$ cat src/shared/srcs_pkg.sv
// Package with register map, field layout and carrier types for the channel status bank.
package srcs_pkg;

  localparam logic [6:0] ADDR_CATEGORY       = 7'h2d;
  localparam logic [6:0] ADDR_SOURCE_CHANNEL = 7'h2e;
  localparam logic [6:0] ADDR_SAMPLE_RATE_CODE_ACCURACY  = 7'h2f;
  localparam logic [6:0] ADDR_WORDLEN_ORIG   = 7'h30;
  localparam int         NUM_REGS            = 4;

  // Channel status bit positions within the 192-frame block.
  localparam logic [7:0] CS_FIRST_KEPT = 8'h08;
  localparam logic [7:0] CS_LAST_KEPT  = 8'h27;
  localparam logic [7:0] CS_BLOCK_LAST = 8'hbf;

  // Field positions inside the packed 32-bit image of status bits 39:8.
  localparam int CATEGORY_LSB    = 0;
  localparam int SOURCE_LSB      = 8;
  localparam int CHAN1_LSB       = 12;
  localparam int RATE_LSB        = 16;
  localparam int ACCURACY_LSB    = 20;
  localparam int MAXLEN_BIT      = 24;
  localparam int LENCODE_LSB     = 25;
  localparam int ORIG_RATE_LSB   = 28;

  localparam logic [31:0] RESET_IMAGE = 32'h0000_0000;
  localparam logic [7:0]  READ_ZERO   = 8'h00;

  localparam logic [3:0] CHAN1_NONE  = 4'h0;
  localparam logic [3:0] CHAN1_LEFT  = 4'h1;
  localparam logic [3:0] CHAN1_RIGHT = 4'h2;

  localparam logic [4:0] AUDIO_FULL_BITS = 5'h18;
  localparam logic [4:0] MAX_SHORT_BITS  = 5'h14;

  typedef struct packed {
    logic valid;
    logic subframe_a;
    logic block_start;
    logic status_bit;
  } srcs_cs_s;

  typedef struct packed {
    logic        valid;
    logic [23:0] word;
  } srcs_audio_s;

endpackage : srcs_pkg

$ cat src/rtl/srcs_regs.sv
// Receiver channel status register bank with update flag and audio word truncation.
`timescale 1ns/10ps
// Operation
// - Status bits 15:8 form the category byte; zero means general category.
// - Status bits 19:16 give source number in low nibble of second register.
// - Bits 23:20 give channel-one number; 0001 left, 0010 right, 0000 left.
// - Bits 27:24 give sampling frequency code; 0001 means not indicated.
// - Bits 29:28 give clock accuracy in third register bits 5:4.
// - Bits 39:36 give original sampling frequency code; 0000 means not indicated.
// - Channel status is taken from subframe A only; subframe B ignored.
// - Update flag sets when a new block is stored, clears on host readback.
// - Recovered length truncates audio_trunc_q only; audio_full_q passes the word unchanged.
// - Status registers are read-only and reached through serial readback.
module srcs_regs
(
  input  wire logic                 ref_clk,
  input  wire logic                 rst,
  input  wire srcs_pkg::srcs_cs_s   cs_in,
  input  wire srcs_pkg::srcs_audio_s audio_in,
  input  wire logic                 rd_req,
  input  wire logic [6:0]           rd_addr,
  output logic      [7:0]           rd_data_q,
  output logic                      rd_valid_q,
  output logic                      status_update_flag_q,
  output logic                      chan1_to_right_q,
  output srcs_pkg::srcs_audio_s     audio_trunc_q,
  output srcs_pkg::srcs_audio_s     audio_full_q
);

  ////////////////////////////////////////////////////////////////////////////
  // Length decode helpers.

  function automatic logic [4:0] wl_bits(input logic max_len, input logic [2:0] code);
    logic [4:0] top;
    top = max_len ? srcs_pkg::AUDIO_FULL_BITS : srcs_pkg::MAX_SHORT_BITS;
    case (code)
      3'b001:  wl_bits = top - 5'h04;
      3'b010:  wl_bits = top - 5'h02;
      3'b100:  wl_bits = top - 5'h01;
      3'b110:  wl_bits = top - 5'h03;
      // Not indicated, max and reserved codes all keep the full maximum.
      default: wl_bits = top;
    endcase
  endfunction

  function automatic logic [23:0] keep_mask(input logic [4:0] bits);
    logic [23:0] m;
    m = '1;
    for (int i = 0; i < 24; i++)
    begin
      if (5'(23 - i) >= bits)
      begin
        m[i] = 1'b0;
      end
    end
    keep_mask = m;
  endfunction

  ////////////////////////////////////////////////////////////////////////////
  // Block capture.

  logic [7:0]  bit_idx_q;
  logic        in_block_q;
  logic [31:0] shadow_q;
  logic [31:0] image_d;
  logic        commit;
  logic [7:0]  idx_now;
  logic        take;

  // Subframe B status bits are never counted nor stored.
  assign take    = cs_in.valid && cs_in.subframe_a;
  assign idx_now = cs_in.block_start ? 8'h00 : bit_idx_q + 8'h01;
  assign commit  = take && (cs_in.block_start || in_block_q)
                   && idx_now == srcs_pkg::CS_LAST_KEPT;

  // The last kept bit joins the shifted image in the commit cycle, so bit 8 sits at image bit 0.
  always_comb
  begin
    image_d = {cs_in.status_bit, shadow_q[31:1]};
    // Status bits 31:30 have no field in the third register, so they always read back as zero.
    image_d[srcs_pkg::ACCURACY_LSB + 2 +: 2] = 2'b00;
  end

  always_ff @(posedge ref_clk or posedge rst)
  begin
    if (rst)
    begin
      bit_idx_q  <= 8'h00;
      in_block_q <= 1'b0;
    end
    else if (take)
    begin
      bit_idx_q <= idx_now;
      // A block is trusted only after its start marker has been seen.
      if (cs_in.block_start)
      begin
        in_block_q <= 1'b1;
      end
      else if (idx_now == srcs_pkg::CS_BLOCK_LAST)
      begin
        in_block_q <= 1'b0;
      end
    end
  end

  // Bits 39:8 shift in LSB-first order, so bit 8 lands at image bit 0.
  always_ff @(posedge ref_clk or posedge rst)
  begin
    if (rst)
    begin
      shadow_q <= srcs_pkg::RESET_IMAGE;
    end
    else if (take && idx_now >= srcs_pkg::CS_FIRST_KEPT
             && idx_now <= srcs_pkg::CS_LAST_KEPT)
    begin
      shadow_q <= {cs_in.status_bit, shadow_q[31:1]};
    end
  end

  ////////////////////////////////////////////////////////////////////////////
  // Register store and readback.

  logic       rd_hit;
  logic [1:0] rd_idx;

  // Offsets 2Dh..30h are consecutive, so the index is the offset minus the first.
  assign rd_hit = rd_addr >= srcs_pkg::ADDR_CATEGORY
                  && rd_addr <= srcs_pkg::ADDR_WORDLEN_ORIG;
  assign rd_idx = 2'(rd_addr - srcs_pkg::ADDR_CATEGORY);

  // The image is stored on the last kept bit: byte order follows the map.
  srcs_status_mem u_mem
  (
    .ref_clk   (ref_clk),
    .rst       (rst),
    .wr_en     (commit),
    .wr_image  (image_d),
    .rd_en     (rd_req),
    .rd_hit    (rd_hit),
    .rd_idx    (rd_idx),
    .rd_data_q (rd_data_q)
  );

  always_ff @(posedge ref_clk or posedge rst)
  begin
    if (rst)
    begin
      rd_valid_q <= 1'b0;
    end
    else
    begin
      rd_valid_q <= rd_req;
    end
  end

  // A new block arriving in the same cycle as a readback keeps the flag set.
  always_ff @(posedge ref_clk or posedge rst)
  begin
    if (rst)
    begin
      status_update_flag_q <= 1'b0;
    end
    else if (commit)
    begin
      status_update_flag_q <= 1'b1;
    end
    else if (rd_req && rd_hit)
    begin
      status_update_flag_q <= 1'b0;
    end
  end

  ////////////////////////////////////////////////////////////////////////////
  // Routing and truncation driven by the stored fields.

  logic [3:0] wl_field_q;

  always_ff @(posedge ref_clk or posedge rst)
  begin
    if (rst)
    begin
      wl_field_q       <= 4'h0;
      chan1_to_right_q <= 1'b0;
    end
    else if (commit)
    begin
      wl_field_q <= image_d[srcs_pkg::MAXLEN_BIT +: 4];
      // Only an explicit right code moves channel one; none or left stays left.
      chan1_to_right_q <= image_d[srcs_pkg::CHAN1_LSB +: 4]
                          == srcs_pkg::CHAN1_RIGHT;
    end
  end

  always_ff @(posedge ref_clk or posedge rst)
  begin
    if (rst)
    begin
      audio_trunc_q <= '0;
      audio_full_q  <= '0;
    end
    else
    begin
      audio_full_q        <= audio_in;
      audio_trunc_q.valid <= audio_in.valid;
      audio_trunc_q.word  <= audio_in.word
                             & keep_mask(wl_bits(wl_field_q[0], wl_field_q[3:1]));
    end
  end

endmodule // srcs_regs

$ cat src/rtl/srcs_status_mem.sv
// Four-byte store of the recovered channel status with a registered read port.
`timescale 1ns/10ps
module srcs_status_mem
(
  input  wire logic        ref_clk,
  input  wire logic        rst,
  input  wire logic        wr_en,
  input  wire logic [31:0] wr_image,
  input  wire logic        rd_en,
  input  wire logic        rd_hit,
  input  wire logic [1:0]  rd_idx,
  output logic      [7:0]  rd_data_q
);

  logic [7:0] mem_q [srcs_pkg::NUM_REGS];

  // The whole block is written at once so a read never sees a mix of two blocks.
  always_ff @(posedge ref_clk or posedge rst)
  begin
    if (rst)
    begin
      for (int i = 0; i < srcs_pkg::NUM_REGS; i++)
      begin
        mem_q[i] <= srcs_pkg::READ_ZERO;
      end
    end
    else if (wr_en)
    begin
      for (int i = 0; i < srcs_pkg::NUM_REGS; i++)
      begin
        mem_q[i] <= wr_image[i*8 +: 8];
      end
    end
  end

  always_ff @(posedge ref_clk or posedge rst)
  begin
    if (rst)
    begin
      rd_data_q <= srcs_pkg::READ_ZERO;
    end
    else if (rd_en)
    begin
      rd_data_q <= rd_hit ? mem_q[rd_idx] : srcs_pkg::READ_ZERO;
    end
  end

endmodule // srcs_status_mem

$ cat config.mk
export PLATFORM = sky130hd
export DESIGN_NAME = srcs_regs
export DESIGN_NICKNAME = d
export VERILOG_FILES = /design/src/shared/srcs_pkg.sv /design/src/rtl/srcs_regs.sv /design/src/rtl/srcs_status_mem.sv
export SDC_FILE = /design/constraint.sdc
export NUM_CORES = 1
export LEC_CHECK = 0
export BUFFER_PORTS_ARGS = -buffer_cell sky130_fd_sc_hd__clkbuf_2
export CAP_MARGIN = 20
export CORE_ASPECT_RATIO = 1.1
export CORE_UTILIZATION = 45
export CTS_CLUSTER_DIAMETER = 150
export DETAILED_ROUTE_END_ITERATION = 10
export GPL_TIMING_DRIVEN = 0
export PLACE_DENSITY = 0.67
export SLEW_MARGIN = 20
export SYNTH_ARGS = -nofsm -noshare
export SYNTH_HDL_FRONTEND = slang
export SYNTH_HIERARCHICAL = 1
export SYNTH_SLANG_ARGS = --single-unit
$ cat constraint.sdc
create_clock -name ref_clk -period 3.4 [get_ports ref_clk]
set_input_delay 1.02 -clock ref_clk [delete_from_list [all_inputs] [get_ports ref_clk]]
set_output_delay 1.02 -clock ref_clk [all_outputs]
set_load 0.005 [all_outputs]
-- Word level (Yosys, flattened, before mapping)
Index checks and enable logic that the tools add are counted.
- $add $sub $neg: 6
- $lt $le $gt $ge: 29
- equal/unequal tests: 7
- muxes and demuxes: 35
- bitwise gates (word level): 2
- reductions and logical operators: 11
- operators by type and width (operator ; number):
    greater-or-equal comparator 4 x 5 -> 1 bit (first input constant) ; 8
    greater-or-equal comparator 5 bit (first input constant) ; 8
    2-to-1 mux 8 bit ; 4
    2-to-1 mux 1 bit ; 28
    AND 24 bit ; 1
    greater-or-equal comparator 3 x 5 -> 1 bit (first input constant) ; 4
    one-hot mux 5 bit (4 select lines) ; 1
    binary-select mux 8 bit (select 2 bit) ; 1
    greater-or-equal comparator 1 x 5 -> 1 bit (first input constant) ; 2
    greater-or-equal comparator 2 x 5 -> 1 bit (first input constant) ; 2
    subtractor 5 x 2 -> 5 bit (second input constant) ; 2
    adder 8 x 1 -> 8 bit (second input constant) ; 1
    == test 8 x 6 -> 1 bit (second input constant) ; 1
    == test 8 bit (second input constant) ; 1
    greater-or-equal comparator 8 x 4 -> 1 bit (second input constant) ; 1
    <= comparator 8 x 6 -> 1 bit (second input constant) ; 1
    greater-or-equal comparator 7 x 6 -> 1 bit (second input constant) ; 1
    <= comparator 7 x 6 -> 1 bit (second input constant) ; 1
    logical AND 1 bit ; 7
    == test 3 bit (second input constant) ; 2
    subtractor 5 x 1 -> 5 bit (second input constant) ; 1
    subtractor 5 x 3 -> 5 bit (second input constant) ; 1
    == test 4 x 2 -> 1 bit (second input constant) ; 1
    2-to-1 mux 4 bit ; 1
    8 further kinds ; 9
- register bits: 135
- output and inout port bits: 61
- logic and storage cells: 105

-- Logic depth before layout (Yosys ltp)
- word-level depth: 6
- mapped depth: 8

-- By module
Netlist, hierarchy kept.
- by module, submodules not included (module ; instances ; cells each ; area an instance (sq um) ; sequential area each (sq um)):
    srcs_regs ; 1 ; 222 ; 3280.6 ; 2001.9
    srcs_status_mem ; 1 ; 114 ; 1740.4 ; 1001.0

-- Worst setup path after synthesis
Ideal clock, no wire load.
- path type: input port to flip-flop
- start: input cs_in[1] in the netlist's numbering
- end: register u_mem/mem_q[7] in the netlist's numbering
- arrival: 2.490 ns
- data required time: 3.275 ns
- path slack: 0.785 ns
- stages on the path: 6
- path buffers: 3
- path through: clkbuf_1 > o2111ai_1 > nor3_2 > clkbuf_2 > buf_6 > mux2_2
- word-level cells in the longest chain between the ends: 3
- elaborated cells on any way between the ends: 5
- classes of those cells: eq/ne (1); mux (1); reduce/logical (3)
- ends and longest elaborated chain (item ; line ; RTL):
    from (decl) ; srcs_regs.sv:18 ; input wire srcs_pkg::srcs_cs_s cs_in,
    2-to-1 mux 8 bit or logical OR 1 bit (tied branches) ; srcs_regs.sv:72, srcs_regs.sv:73 ;
    == test 8 x 6 -> 1 bit or logical AND 1 bit (tied branches) ; srcs_regs.sv:74, srcs_regs.sv:73 ;
    logical AND 1 bit * ; srcs_regs.sv:74 ; && idx_now == srcs_pkg::CS_LAST_KEPT;
    named net commit ; srcs_regs.sv:66 ; logic commit;
    to (signal, indexed assignment) ; srcs_status_mem.sv:24 ; mem_q[i] <= srcs_pkg::READ_ZERO;
    to (signal, indexed assignment) ; srcs_status_mem.sv:31 ; mem_q[i] <= wr_image[i*8 +: 8];
    to (decl) ; srcs_status_mem.sv:15 ; logic [7:0] mem_q [srcs_pkg::NUM_REGS];
Mark *: on every way through the listed nets, which the timed path passes. The rest lies on a longest branch.
A chain may end at the register's enable or synchronous reset.

-- Final worst setup path
- start: register bit_idx_q[1]
- end: register u_mem/mem_q[25] in the netlist's numbering
- word-level cells in the longest chain between the ends: 4
- ends and longest elaborated chain (item ; line ; RTL):
    from (decl) ; srcs_regs.sv:62 ; logic [7:0] bit_idx_q;
    from (signal assigned) ; srcs_regs.sv:93 ; bit_idx_q <= idx_now;
    adder 8 x 1 -> 8 bit ; srcs_regs.sv:72 ; assign idx_now = cs_in.block_start ? 8'h00 : bit_idx_q + 8'h01;
    2-to-1 mux 8 bit ; srcs_regs.sv:72 ;
    == test 8 x 6 -> 1 bit ; srcs_regs.sv:74 ;
    logical AND 1 bit ; srcs_regs.sv:74 ;
    named net commit ; srcs_regs.sv:66 ;
The timed path passes the listed nets, and every way through them passes these cells.

==> results.py <==
metrics = {
    "timing": {
        "layout_setup_ws_ns": 0.4451,
        "relSlewSlack_pct": 47.87,
        "slew_viol_final": 0,
        "tightest_slew_ns": 0.7777,
        "rsz0062_at_grt": "false",
        "setup_tns_ns": 0,
        "timing.fmax_mhz": 338.4,
        "post-route-min-period_ns": 2.955,
        "hold_viol": 0,
        "setup_viol": 0,
        "post-route-period-util_pct": 86.91,
        "finClkSkew_ns": 0.01020,
    },
    "placement": {
        "place_congestion": 0.8333,
        "port_buffers": 99,
        "hpwl_um": 6698,
        "place_inst": 585,
        "dp_slack_ns": 0.1343,
    },
    "route": {
        "num_vias": 3109,
        "first_pass_iters": 4,
        "wl_per_cell_um": 15.81,
        "finalWirelength_um": 9742,
        "final_antenna_net_count": 0,
        "route.detailed.drc": 0,
        "drt_iter0_markers": 151,
        "avgViaCountPerCell": 5.047,
    },
    "critical_path": {
        "cp_max_fo": 10,
        "end_kind": "flop",
        "cp-start-kind": "flop",
        "cp.required_ns": 3.69,
        "crit_arrival_ns": 3.24,
        "critical_path_class": "reg -> reg",
    },
    "logic_synthesis": {
        "ys_warn_count": 6,
        "syn_area_mm2": 0.005021,
        "synth-seq-cells": 120,
        "netlist_instances": 336,
        "ys_types": 48,
        "syn_area_per_cell_um2": 14.94,
        "synth_ff_type": "dfrtp_1",
        "synth-seq-area-share_pct": 59.81,
        "postSynth.asyncResetShare_pct": 100.0,
        "synth_edf_count": 0,
    },
    "power": {
        "peakVddDrop_v": 0.0002662,
        "p_leak_nw": 3.196,
        "p_total_mw": 3.285,
        "powerDensity_mw_per_mm2": 522.2,
    },
    "global_routing": {
        "grt_max_degree": 50,
        "grt_pass1_vias": 3185,
        "globalRouteTotalUtil_pct": 18.35,
        "antenna_found_initial": 0,
        "grt_pass1_wl_um": 15830,
        "grt_overflow_total": 0,
    },
    "floorplan": {
        "die_w_um": 102.7,
        "die_h_um": 112.8,
        "ios": 100,
        "row_count": 40,
        "core_mm2": 0.01091,
        "die-area_mm2": 0.01158,
        "start_util_pct": 46.02,
    },
    "clock_network": {
        "clock_latency_ns": 0.41,
        "cts_root_buf": "clkbuf_16",
        "hold_buffers": 0,
        "clock-sinks": 120,
        "cts_tree": "built",
        "cts_resized": 0,
        "post_cts_buffers": 0,
        "cts_inserted_buffers": 17,
        "clockBufferDepth": 2,
        "cts.clk_slew.worst_paths_ns": 0.05,
        "htreeDepth": 4,
    },
    "worst_hold_path": {
        "min_path_type": "reg -> reg",
    },
    "job": {
        "maxCapViolCount": 0,
    },
    "finish": {
        "antenna_cells": 0,
        "nets": 499,
        "final_cells": 616,
        "syn_to_final_growth_pct": 25.29,
        "layout-drive-gt1-share_pct": 51.17,
    },
    "status": {
        "status": "completed",
    },
}
[cells by family (layout without fill, tap and decap cells)]
| group | count (synthesis) | after routing | synth area share [%] |
|---|---|---|---|
| fa+ha+maj | 3 | 3 | 0.7477 |
| compound gates | 33 | 33 | 4.685 |
| xor+xnor | 6 | 6 | 1.196 |
| other cells | 1 | 2 | 0.07469 |
| flops | 120 | 120 | 59.81 |
| simple gates | 49 | 49 | 6.180 |
| mux | 87 | 87 | 21.48 |
| buf+inv | 37 | 169 | 5.831 |
[layout make-up]
class                           instances  area (um2)
Buffer                                 32       274.0
Sequential cell                       120        3003
Clock buffer                           20       446.7
Inverter                                5       21.27
Timing Repair Buffer                  101       550.5
Tap cell                              147       183.9
Clock inverter                         11       82.58
Multi-Input combinational cell        180        1729
Fill cell                             881        4619
[layer usage]
metal / global-route usage (%) / share of wire (%)
met3: 4.632 / 5.2
met1: 23.08 / 44
met5: 0 / 0
met4: 8.857 / 2.3
met2: 29.33 / 48
[Yosys cell counts (5+ instances only)]
| cell type | n | area, um2 |
|---|---|---|
| dfrtp_1 | 120 | 3003 |
| mux2_2 | 38 | 427.9 |
| mux2_4 | 32 | 480.5 |
| buf_4 | 18 | 135.1 |
| mux2i_1 | 17 | 170.2 |
| buf_6 | 9 | 101.4 |
| nand2_1 | 8 | 30.03 |
| nand2b_1 | 8 | 50.05 |
| o21ai_0 | 8 | 40.04 |
| o221ai_1 | 8 | 70.07 |
| nor2_1 | 6 | 22.52 |
| inv_1 | 5 | 18.77 |
[critical path: stages, from the launching register on]
cell and delay [ns]:
dfrtp_1 0.47, ha_1 0.34, xor2_1 0.19, and4_1 0.23, o2111ai_1 0.14, nor3_2 0.62, clkbuf_2 0.31, buf_6 0.19
mux2_2 0.35
[worst paths after layout]
| kind | from | to | slack (ns) | cells past startpoint |
|---|---|---|---|---|
| min | status_update_flag_q | status_update_flag_q | 0.48 | 1 |
| max in group asynchronous | rst | shadow_q[29] | 2.18 | 3 |
| max | bit_idx_q[1] | u_mem/mem_q[25] | 0.45 | 8 |
| min in group asynchronous | rst | shadow_q[20] | 0.64 | 2 |
| min reg2reg | status_update_flag_q | status_update_flag_q | 0.48 | 1 |
| max reg2reg | bit_idx_q[1] | u_mem/mem_q[25] | 0.45 | 8 |
[cells in the final DEF, fill, tap and decap left out, drive strengths merged, types with 3 or more instances in the layout]
master | synthesis | layout
nand2 | 8 | 8
o221ai | 8 | 8
o21a | 4 | 4
nor2 | 6 | 6
clkbuf | 3 | 122
mux2 | 70 | 70
and3 | 6 | 6
dfrtp | 120 | 120
ha | 3 | 3
buf | 29 | 31
a21oi | 3 | 3
mux2i | 17 | 17
xor2 | 5 | 5
nand3 | 5 | 5
o21ai | 9 | 9
nand2b | 8 | 8
inv | 5 | 5
clkinv | 0 | 9
[sequential cells by signal, indices dropped and copies added (netlist names), 4 cells and up]
name,flops
u_mem/mem_q,32
shadow_q,31
audio_trunc_q,18
audio_full_q,15
bit_idx_q,8
u_mem/rd_data_q,8
wl_field_q,4
[power breakdown]
part	internal (mW)	total, mW	switching [mW]
Clock	1.00	1.60	0.595
Sequential	1.46	1.49	0.0231
Combinational	0.102	0.201	0.0994
Total	2.57	3.29	0.718
[through the flow]
step                      hold WS (ns)  area [um2]  util, %
after floorplan                 0.4661        5025        -
after global placement          0.4635        5704    52.28
after detailed placement        0.4786        5762    52.81
after CTS                       0.4903        6291    57.66
after global routing            0.5130        6291    57.66
final                           0.4792        6291    57.66
No activity file was read; power rests on OpenSTA's default activity.
